## src/hw/ais_pkg.sv

```systemverilog
// constants and types shared by the analog input scaler
`default_nettype none
package ais_pkg;
    // clock and timing
    localparam int unsigned CLK_HZ             = 50_000_000;
    localparam int unsigned SAMPLE_PERIOD_US   = 250;
    localparam int unsigned RESULT_PERIOD_US   = 2000;
    localparam int unsigned SAMPLE_CYCLES      = SAMPLE_PERIOD_US * (CLK_HZ / 1_000_000);
    localparam int unsigned SAMPLES_PER_RESULT = RESULT_PERIOD_US / SAMPLE_PERIOD_US;
    localparam int unsigned TICK_W             = 16;
    localparam logic [15:0] TICK_RESET         = 16'h0000;

    // datapath sizes
    localparam int unsigned CHANNELS = 3;
    localparam int unsigned ADC_W    = 12;
    localparam int unsigned SUM_W    = 15;
    localparam int unsigned LP_W     = 14;
    localparam int unsigned RES_W    = 16;
    localparam logic [11:0] ADC_MAX  = 12'hfff;
    // divide by six as multiply by 683 then shift by 12
    localparam logic [9:0]  AVG_RECIP = 10'h2ab;
    localparam logic [2:0]  LAST_SAMPLE = 3'h7;

    // i2c targets and register offsets
    localparam logic [6:0] ADDR_STATUS  = 7'h69;
    localparam logic [6:0] ADDR_CONTROL = 7'h6b;
    localparam logic [7:0] OFS_RANGE    = 8'h08;
    localparam logic [7:0] OFS_CH0      = 8'h14;
    localparam logic [7:0] OFS_CH1      = 8'h16;
    localparam logic [7:0] OFS_CH2      = 8'h18;

    // range select encodings and reset value
    localparam logic [7:0] RANGE_RESET = 8'h00;
    localparam logic [7:0] RANGE_RAW   = 8'hff;
    localparam logic [3:0] NIB_10V     = 4'h1;
    localparam logic [3:0] NIB_20V     = 4'h2;
    localparam logic [3:0] NIB_30V     = 4'h3;

    // full scale in units of 10 mV
    localparam logic [11:0] FS_5V2 = 12'h208;
    localparam logic [11:0] FS_10V = 12'h3e8;
    localparam logic [11:0] FS_20V = 12'h7d0;
    localparam logic [11:0] FS_30V = 12'hbb8;

    typedef enum logic [3:0] {
        AIS_IDLE      = 4'h0,
        AIS_ADDR      = 4'h1,
        AIS_ACK_ADDR  = 4'h3,
        AIS_PTR       = 4'h2,
        AIS_ACK_PTR   = 4'h6,
        AIS_WRITE     = 4'h7,
        AIS_ACK_WRITE = 4'h5,
        AIS_READ      = 4'h4,
        AIS_ACK_READ  = 4'hc
    } ais_bus_state_type;

    typedef struct packed {
        logic [CHANNELS-1:0][ADC_W-1:0] code;
    } ais_adc_in_type;

    typedef struct packed {
        // sampling and filtering
        logic [TICK_W-1:0]              tickCnt;
        logic [2:0]                     sampleIdx;
        logic [CHANNELS-1:0][SUM_W-1:0] sum;
        logic [CHANNELS-1:0][ADC_W-1:0] minCode;
        logic [CHANNELS-1:0][ADC_W-1:0] maxCode;
        logic [CHANNELS-1:0][LP_W-1:0]  lp;
        logic [CHANNELS-1:0][RES_W-1:0] result;
        logic [7:0]                     range;
        logic                           sampleStrobe;
        // i2c target
        ais_bus_state_type              busState;
        logic                           sclQ;
        logic                           sdaQ;
        logic [3:0]                     bitCnt;
        logic [7:0]                     shiftIn;
        logic [7:0]                     shiftOut;
        logic                           isControl;
        logic                           isRead;
        logic                           hiByte;
        logic [7:0]                     pointer;
        logic [RES_W-1:0]               shadow;
        logic                           sdaOe;
        logic                           sdaOut;
    } ais_state_type;
endpackage : ais_pkg
`default_nettype wire

```

## src/hw/ais_analog_input_scaler.sv

```systemverilog
// analog input scaler: sampling, filtering, scaling and its i2c register target
`default_nettype none
module ais_analog_input_scaler
    import ais_pkg::*;
#(
    parameter int unsigned SAMPLE_CYCLES_P = SAMPLE_CYCLES
) (
    input  wire logic           clk_sys,
    input  wire logic           rst_b,
    input  wire ais_adc_in_type adcIn,
    input  wire logic           scl,
    input  wire logic           sdaIn,
    output logic                sdaOut,
    output logic                sdaOe,
    output logic                sampleStrobe
);

    // refuse sample periods the 16-bit tick counter cannot hold
    if (SAMPLE_CYCLES_P < 2 || SAMPLE_CYCLES_P > 65536) begin : g_bad_period
        $error("SAMPLE_CYCLES_P must lie in 2..65536");
    end

    localparam logic [TICK_W-1:0] TICK_LAST = TICK_W'(SAMPLE_CYCLES_P - 1);

    ais_state_type st;
    ais_state_type next_st;

    // full scale of one channel for the current range byte
    function automatic logic [11:0] ais_full_scale(input logic [3:0] nib);
        logic [11:0] fs;
        case (nib)
            NIB_10V: fs = FS_10V;
            NIB_20V: fs = FS_20V;
            NIB_30V: fs = FS_30V;
            default: fs = FS_5V2; // unlisted nibbles fall back to the safe range
        endcase
        return fs;
    endfunction : ais_full_scale

    // binary to four packed decimal digits by shift and add three
    function automatic logic [15:0] ais_to_bcd(input logic [11:0] bin);
        logic [27:0] work;
        work = {16'h0000, bin};
        for (int i = 0; i < 12; i++) begin
            for (int d = 0; d < 4; d++) begin
                if (work[12 + 4*d +: 4] > 4'h4) begin
                    work[12 + 4*d +: 4] = work[12 + 4*d +: 4] + 4'h3;
                end
            end
            work = {work[26:0], 1'b0};
        end
        return work[27:12];
    endfunction : ais_to_bcd

    // next state of sampler, filters and i2c target
    always_comb begin
        logic              tick;
        logic              sclRise;
        logic              sclFall;
        logic              startCond;
        logic              stopCond;
        logic [ADC_W-1:0]  code;
        logic [SUM_W-1:0]  trim;
        logic [24:0]       prod;
        logic [ADC_W-1:0]  avg;
        logic [SUM_W-1:0]  lpSum;
        logic [ADC_W-1:0]  filtered;
        logic [11:0]       fs;
        logic [23:0]       scaled;
        logic [7:0]        loadByte;
        tick      = 1'b0;
        sclRise   = 1'b0;
        sclFall   = 1'b0;
        startCond = 1'b0;
        stopCond  = 1'b0;
        code      = '0;
        trim      = '0;
        prod      = '0;
        avg       = '0;
        lpSum     = '0;
        filtered  = '0;
        fs        = '0;
        scaled    = '0;
        loadByte  = '0;
        next_st   = st;

        // free-running sample tick, no host request needed
        tick                 = (st.tickCnt == TICK_LAST);
        next_st.tickCnt      = tick ? TICK_RESET : st.tickCnt + 16'h0001;
        next_st.sampleStrobe = tick;
        next_st.sdaOut       = 1'b0;

        // gather eight samples, then trim, low-pass and publish
        if (tick) begin
            next_st.sampleIdx = (st.sampleIdx == LAST_SAMPLE) ? 3'h0 : st.sampleIdx + 3'h1;
            for (int ch = 0; ch < CHANNELS; ch++) begin
                code = adcIn.code[ch];
                if (st.sampleIdx == 3'h0) begin
                    next_st.sum[ch]     = SUM_W'(code);
                    next_st.minCode[ch] = code;
                    next_st.maxCode[ch] = code;
                end else begin
                    next_st.sum[ch] = st.sum[ch] + SUM_W'(code);
                    if (code < st.minCode[ch]) begin
                        next_st.minCode[ch] = code;
                    end
                    if (code > st.maxCode[ch]) begin
                        next_st.maxCode[ch] = code;
                    end
                end
                if (st.sampleIdx == LAST_SAMPLE) begin
                    // drop highest and lowest, average the remaining six
                    trim = next_st.sum[ch] - SUM_W'(next_st.minCode[ch])
                         - SUM_W'(next_st.maxCode[ch]);
                    prod = 25'(trim) * 25'(AVG_RECIP);
                    avg  = (prod[24:12] > 13'(ADC_MAX)) ? ADC_MAX : prod[23:12];
                    // first-order low-pass, two fraction bits kept
                    lpSum       = SUM_W'(st.lp[ch]) + SUM_W'({avg, 2'b00});
                    next_st.lp[ch] = lpSum[SUM_W-1:1];
                    filtered    = lpSum[SUM_W-1:3];
                    case (ch)
                        1:       fs = ais_full_scale(st.range[7:4]);
                        2:       fs = ais_full_scale(st.range[3:0]);
                        default: fs = FS_5V2;
                    endcase
                    scaled = 24'(filtered) * 24'(fs);
                    if (st.range == RANGE_RAW) begin
                        next_st.result[ch] = RES_W'(filtered);
                    end else begin
                        next_st.result[ch] = ais_to_bcd(scaled[23:12]);
                    end
                end
            end
        end

        // bus edges; pins are already synchronous, one stage for edges
        next_st.sclQ = scl;
        next_st.sdaQ = sdaIn;
        sclRise   = scl & ~st.sclQ;
        sclFall   = ~scl & st.sclQ;
        startCond = scl & st.sclQ & st.sdaQ & ~sdaIn;
        stopCond  = scl & st.sclQ & ~st.sdaQ & sdaIn;

        if (stopCond) begin
            next_st.busState = AIS_IDLE;
            next_st.sdaOe    = 1'b0;
        end else if (startCond) begin
            next_st.busState = AIS_ADDR;
            next_st.bitCnt   = 4'h0;
            next_st.sdaOe    = 1'b0;
        end else begin
            case (st.busState)
                AIS_ADDR, AIS_PTR, AIS_WRITE: begin
                    if (sclRise) begin
                        next_st.shiftIn = {st.shiftIn[6:0], sdaIn};
                        next_st.bitCnt  = st.bitCnt + 4'h1;
                    end else if (sclFall && st.bitCnt == 4'h8) begin
                        next_st.bitCnt = 4'h0;
                        next_st.sdaOe  = 1'b1;
                        if (st.busState == AIS_ADDR) begin
                            next_st.isControl = (st.shiftIn[7:1] == ADDR_CONTROL);
                            next_st.isRead    = st.shiftIn[0];
                            next_st.hiByte    = 1'b0;
                            next_st.busState  = AIS_ACK_ADDR;
                            // whole word frozen here so bytes stay coherent
                            if (st.shiftIn[7:1] == ADDR_STATUS) begin
                                case (st.pointer)
                                    OFS_CH0: next_st.shadow = st.result[0];
                                    OFS_CH1: next_st.shadow = st.result[1];
                                    OFS_CH2: next_st.shadow = st.result[2];
                                    default: next_st.shadow = 16'h0000;
                                endcase
                            end else if (st.shiftIn[7:1] == ADDR_CONTROL) begin
                                next_st.shadow = (st.pointer == OFS_RANGE)
                                               ? {8'h00, st.range} : 16'h0000;
                            end else begin
                                next_st.sdaOe    = 1'b0; // not ours, stay silent
                                next_st.busState = AIS_IDLE;
                            end
                        end else if (st.busState == AIS_PTR) begin
                            next_st.pointer  = st.shiftIn;
                            next_st.busState = AIS_ACK_PTR;
                        end else begin
                            if (st.isControl && st.pointer == OFS_RANGE) begin
                                next_st.range = st.shiftIn;
                            end
                            next_st.pointer  = st.pointer + 8'h01;
                            next_st.busState = AIS_ACK_WRITE;
                        end
                    end
                end
                AIS_ACK_ADDR, AIS_ACK_PTR, AIS_ACK_WRITE: begin
                    if (sclFall) begin
                        loadByte         = st.shadow[7:0];
                        next_st.sdaOe    = 1'b0;
                        next_st.busState = (st.busState == AIS_ACK_ADDR) ? AIS_PTR : AIS_WRITE;
                        if (st.busState == AIS_ACK_ADDR && st.isRead) begin
                            next_st.shiftOut = loadByte;
                            next_st.sdaOe    = ~loadByte[7];
                            next_st.busState = AIS_READ;
                        end
                    end
                end
                AIS_READ: begin
                    if (sclRise) begin
                        next_st.bitCnt = st.bitCnt + 4'h1;
                    end else if (sclFall) begin
                        if (st.bitCnt == 4'h8) begin
                            next_st.bitCnt   = 4'h0;
                            next_st.sdaOe    = 1'b0;
                            next_st.hiByte   = ~st.hiByte;
                            next_st.busState = AIS_ACK_READ;
                        end else begin
                            next_st.shiftOut = {st.shiftOut[6:0], 1'b0};
                            next_st.sdaOe    = ~st.shiftOut[6];
                        end
                    end
                end
                AIS_ACK_READ: begin
                    if (sclRise && sdaIn) begin
                        next_st.busState = AIS_IDLE; // host ended the read
                    end else if (sclFall) begin
                        // low byte first, then high byte of the frozen word
                        loadByte         = st.hiByte ? st.shadow[15:8] : st.shadow[7:0];
                        next_st.shiftOut = loadByte;
                        next_st.sdaOe    = ~loadByte[7];
                        next_st.busState = AIS_READ;
                    end
                end
                default: begin
                    next_st.sdaOe = 1'b0;
                end
            endcase
        end
    end

    // single state register; results clear to zero until the first publish
    always_ff @(posedge clk_sys or negedge rst_b) begin
        if (!rst_b) begin
            st          <= '0;
            st.tickCnt  <= TICK_RESET;
            st.range    <= RANGE_RESET;
            st.busState <= AIS_IDLE;
            st.sclQ     <= 1'b1;
            st.sdaQ     <= 1'b1;
        end else begin
            st <= next_st;
        end
    end

    assign sdaOut       = st.sdaOut;
    assign sdaOe        = st.sdaOe;
    assign sampleStrobe = st.sampleStrobe;

endmodule : ais_analog_input_scaler
`default_nettype wire

```

## config.mk

```make
export PLATFORM = sky130hd
export DESIGN_NAME = ais_analog_input_scaler
export DESIGN_NICKNAME = d
export VERILOG_FILES = /design/src/hw/ais_pkg.sv /design/src/hw/ais_analog_input_scaler.sv
export SDC_FILE = /design/constraint.sdc
export NUM_CORES = 2
export LEC_CHECK = 0
export BUFFER_PORTS_ARGS = -buffer_cell sky130_fd_sc_hd__buf_4
export CAP_MARGIN = 25
export CORE_ASPECT_RATIO = 0.8
export CORE_MARGIN = 2
export CORE_UTILIZATION = 24
export CTS_CLUSTER_DIAMETER = 50
export DETAILED_ROUTE_END_ITERATION = 8
export GPL_TIMING_DRIVEN = 1
export PLACE_DENSITY = 0.37
export REMOVE_ABC_BUFFERS = 1
export SLEW_MARGIN = 20
export SYNTH_ARGS = -nofsm -noshare
export SYNTH_HDL_FRONTEND = slang
export SYNTH_SLANG_ARGS = --single-unit
```

## constraint.sdc

```tcl
create_clock -name clk_sys -period 32.4 [get_ports clk_sys]
set_clock_uncertainty 0.05 [all_clocks]
set_input_delay 3.24 -clock clk_sys [delete_from_list [all_inputs] [get_ports clk_sys]]
set_output_delay 3.24 -clock clk_sys [all_outputs]
set_load 0.01 [all_outputs]
```

==> qor.txt <==
Least-Margin Pin Slew: 1150 ps
Num rows: 133
Grt total ovfl: 0
GR Util All Layers: 0.130
H-tree depth: 2
Synth Flop Type: dfrtp_1
Global-route wire length before repair: 179000 µm
Starting density of the core: 0.243
Register area share after synthesis: 0.173
Area Overhead vs Synth: 12.8%
Max Clock Freq: 35.2 MHz
Die area: 170000 µm²
WS Path Type: input port to flip-flop
DRT Pass-1 Iters: 5
Fill cells: 17700
Hold_ws: 425 ps
Clock Tree Buf Depth: 3
Vias per cell: 4.53
Number of global-route vias before repair: 31900
Routability cong.: 0.768
Post-CTS Setup Bufs: 0
Io pins: 43
Post-Route WL: 109000 µm
Clock Sinks: 276
Largest net degree at the start of global routing: 73
Final core occ: 0.273
Dpl ws: 3340 ps
Final Setup Violations: 0
Post-CTS Resized: 0
Drt initial violations: 1619
Status: completed
Max stage delay on crit path: 690 ps
HPWL after DPL: 87300 µm
Final Slew Violations: 0
Critical path launch point type: input port
CTS tree: yes
Slew HR: 0.234
Post-synth EDFFs: 0
Post-synth cell types: 113
Mapped cell area: 40000 µm²
Worst Setup End Kind: flip-flop
Root buffer cell: clkbuf_16
Routed Antenna Nets: 0
Clk_lat worst skew: 650 ps
Mapped Cells: 4660
Remaining DRCs: 0
Max Cap Viol: 0
Syn_area_per_cell: 8.58 µm²
Share of layout cells above drive strength 1: 0.0730
Fin crit period: 28430 ps
Die height: 369 µm
Endpoints failing hold: 0
TNS Setup: 0 ps
CP max FO: 22
CTS buffer count: 60
Synth Register Bits: 276
Nets: 5621
Crit share post-route: 0.878
Critical path's slowest cell: xor2_1
Synth Warn #: 0
Worst endpoint required time: 32910 ps
Async set or reset register ratio after synthesis: 1.00
Via count: 31500
Buffers added on ports: 41
Avg WL per Cell: 15.7 µm
Die X: 460 µm
CP arrival: 28940 ps
Initial antenna violation count: 1
RSZ-0062 raised after global routing: no
Cts hold-fix bufs: 0
Clock transition at path regs: 50 ps
Setup WS post-layout: 3970 ps
Worst hold path type: flip-flop to flip-flop
Core region area: 165000 µm²
## layer usage
| layer | part of all wire | GRT usage | vias to the layer above | wire (µm) |
|---|---|---|---|---|
| li1 | - | - | 16100 | - |
| met5 | 0 | 0 | - | 0 |
| met4 | 0.017 | 0.0252 | 0 | 1840 |
| met3 | 0.026 | 0.0132 | 97 | 2810 |
| met2 | 0.41 | 0.188 | 324 | 44900 |
| met1 | 0.55 | 0.204 | 15000 | 59900 |
## worst max-delay path: cells and delay by family
kind            cells  cell delay, ps
fa+ha+maj          22            7860
mux                 3             530
simple gates       26            4500
xor+xnor            8            3560
buf+inv            16            2000
compound gates     37            7210
## Yosys cell counts, types with 51 or more instances
master / count / area, µm²
a21o_1: 87 / 653
a21oi_1: 303 / 1520
clkbuf_1: 121 / 454
dfrtp_1: 274 / 6860
fa_1: 286 / 5730
ha_1: 618 / 7730
inv_1: 538 / 2020
mux2_2: 62 / 698
mux2i_1: 103 / 1030
nand2_1: 534 / 2000
nand2b_1: 54 / 338
nand3_1: 61 / 305
nor2_1: 284 / 1070
nor2b_1: 51 / 319
nor3_1: 68 / 340
o21a_1: 59 / 443
o21ai_0: 274 / 1370
o21bai_1: 70 / 526
xnor2_1: 145 / 1270
xor2_1: 105 / 920
## sequential cells by signal (all words and copies together) (netlist names)
register and flops:
st 274, sampleStrobe 1, sdaOe 1
## path summary, 6_finish.rpt
| check | startpoint | to | slack [ps] | depth (start not counted) |
|---|---|---|---|---|
| min in group asynchronous | rst_b | st[244] | 2490 | 1 |
| min | st[247] | st[247] | 420 | 2 |
| max | adcIn[25] | st[106] | 3970 | 112 |
| max in group asynchronous | rst_b | st[94] | 27900 | 3 |
| min reg2reg | st[247] | st[247] | 420 | 2 |
| max reg2reg | st[215] | st[106] | 6330 | 112 |
## through the flow
| stage | cell area [µm²] | std cells |
|---|---|---|
| after floorplan | 39500 | 4523 |
| after global placement | 43000 | 6839 |
| after CTS | 45100 | 6955 |
| after detailed placement | 43000 | 6842 |
| after global routing | 45100 | 6956 |
| final | 45100 | 6956 |
## cell families after synthesis
| kind of cell | after synthesis | synth area share |
|---|---|---|
| xor gates and xnor gates | 254 | 0.0565 |
| AOI/OAI and AO/OA | 1095 | 0.175 |
| adders and majority gates | 906 | 0.337 |
| buffers and inverters | 678 | 0.0643 |
| and+or+nand+nor | 1277 | 0.149 |
| other | 1 | 0.0000938 |
| DFF | 276 | 0.173 |
| muxes | 173 | 0.0458 |
## layout by cell type (no fill, tap or decap), types with 38 or more instances in the layout
cell and count:
ha_1 618, inv_1 537, nand2_1 533, a21oi_1 303, fa_1 286, nor2_1 284, o21ai_0 274, dfrtp_1 274
xnor2_1 145, xor2_1 105, mux2i_1 103, buf_4 90, a21o_1 87, o21bai_1 70, nor3_1 67, mux2_2 62
nand3_1 61, clkbuf_16 60, o21a_1 59, nand2b_1 53, nor2b_1 50, and2_1 39, and3_1 38
## final cells by class
type	count	area, µm²	share of cell area
Inverter	541	2030	0.0451
Timing Repair Buffer	92	702	0.0156
Tap cell	2227	2790	0.0618
Clock inverter	45	523	0.0116
Antenna cell	1	2.50	0.0000555
Sequential cell	276	6910	0.153
Clock buffer	68	1580	0.0351
Multi-Input combinational cell	3706	30600	0.678
Power is not shown: default switching activity piles up to over one toggle a cycle in this logic, so the estimate is an artifact.
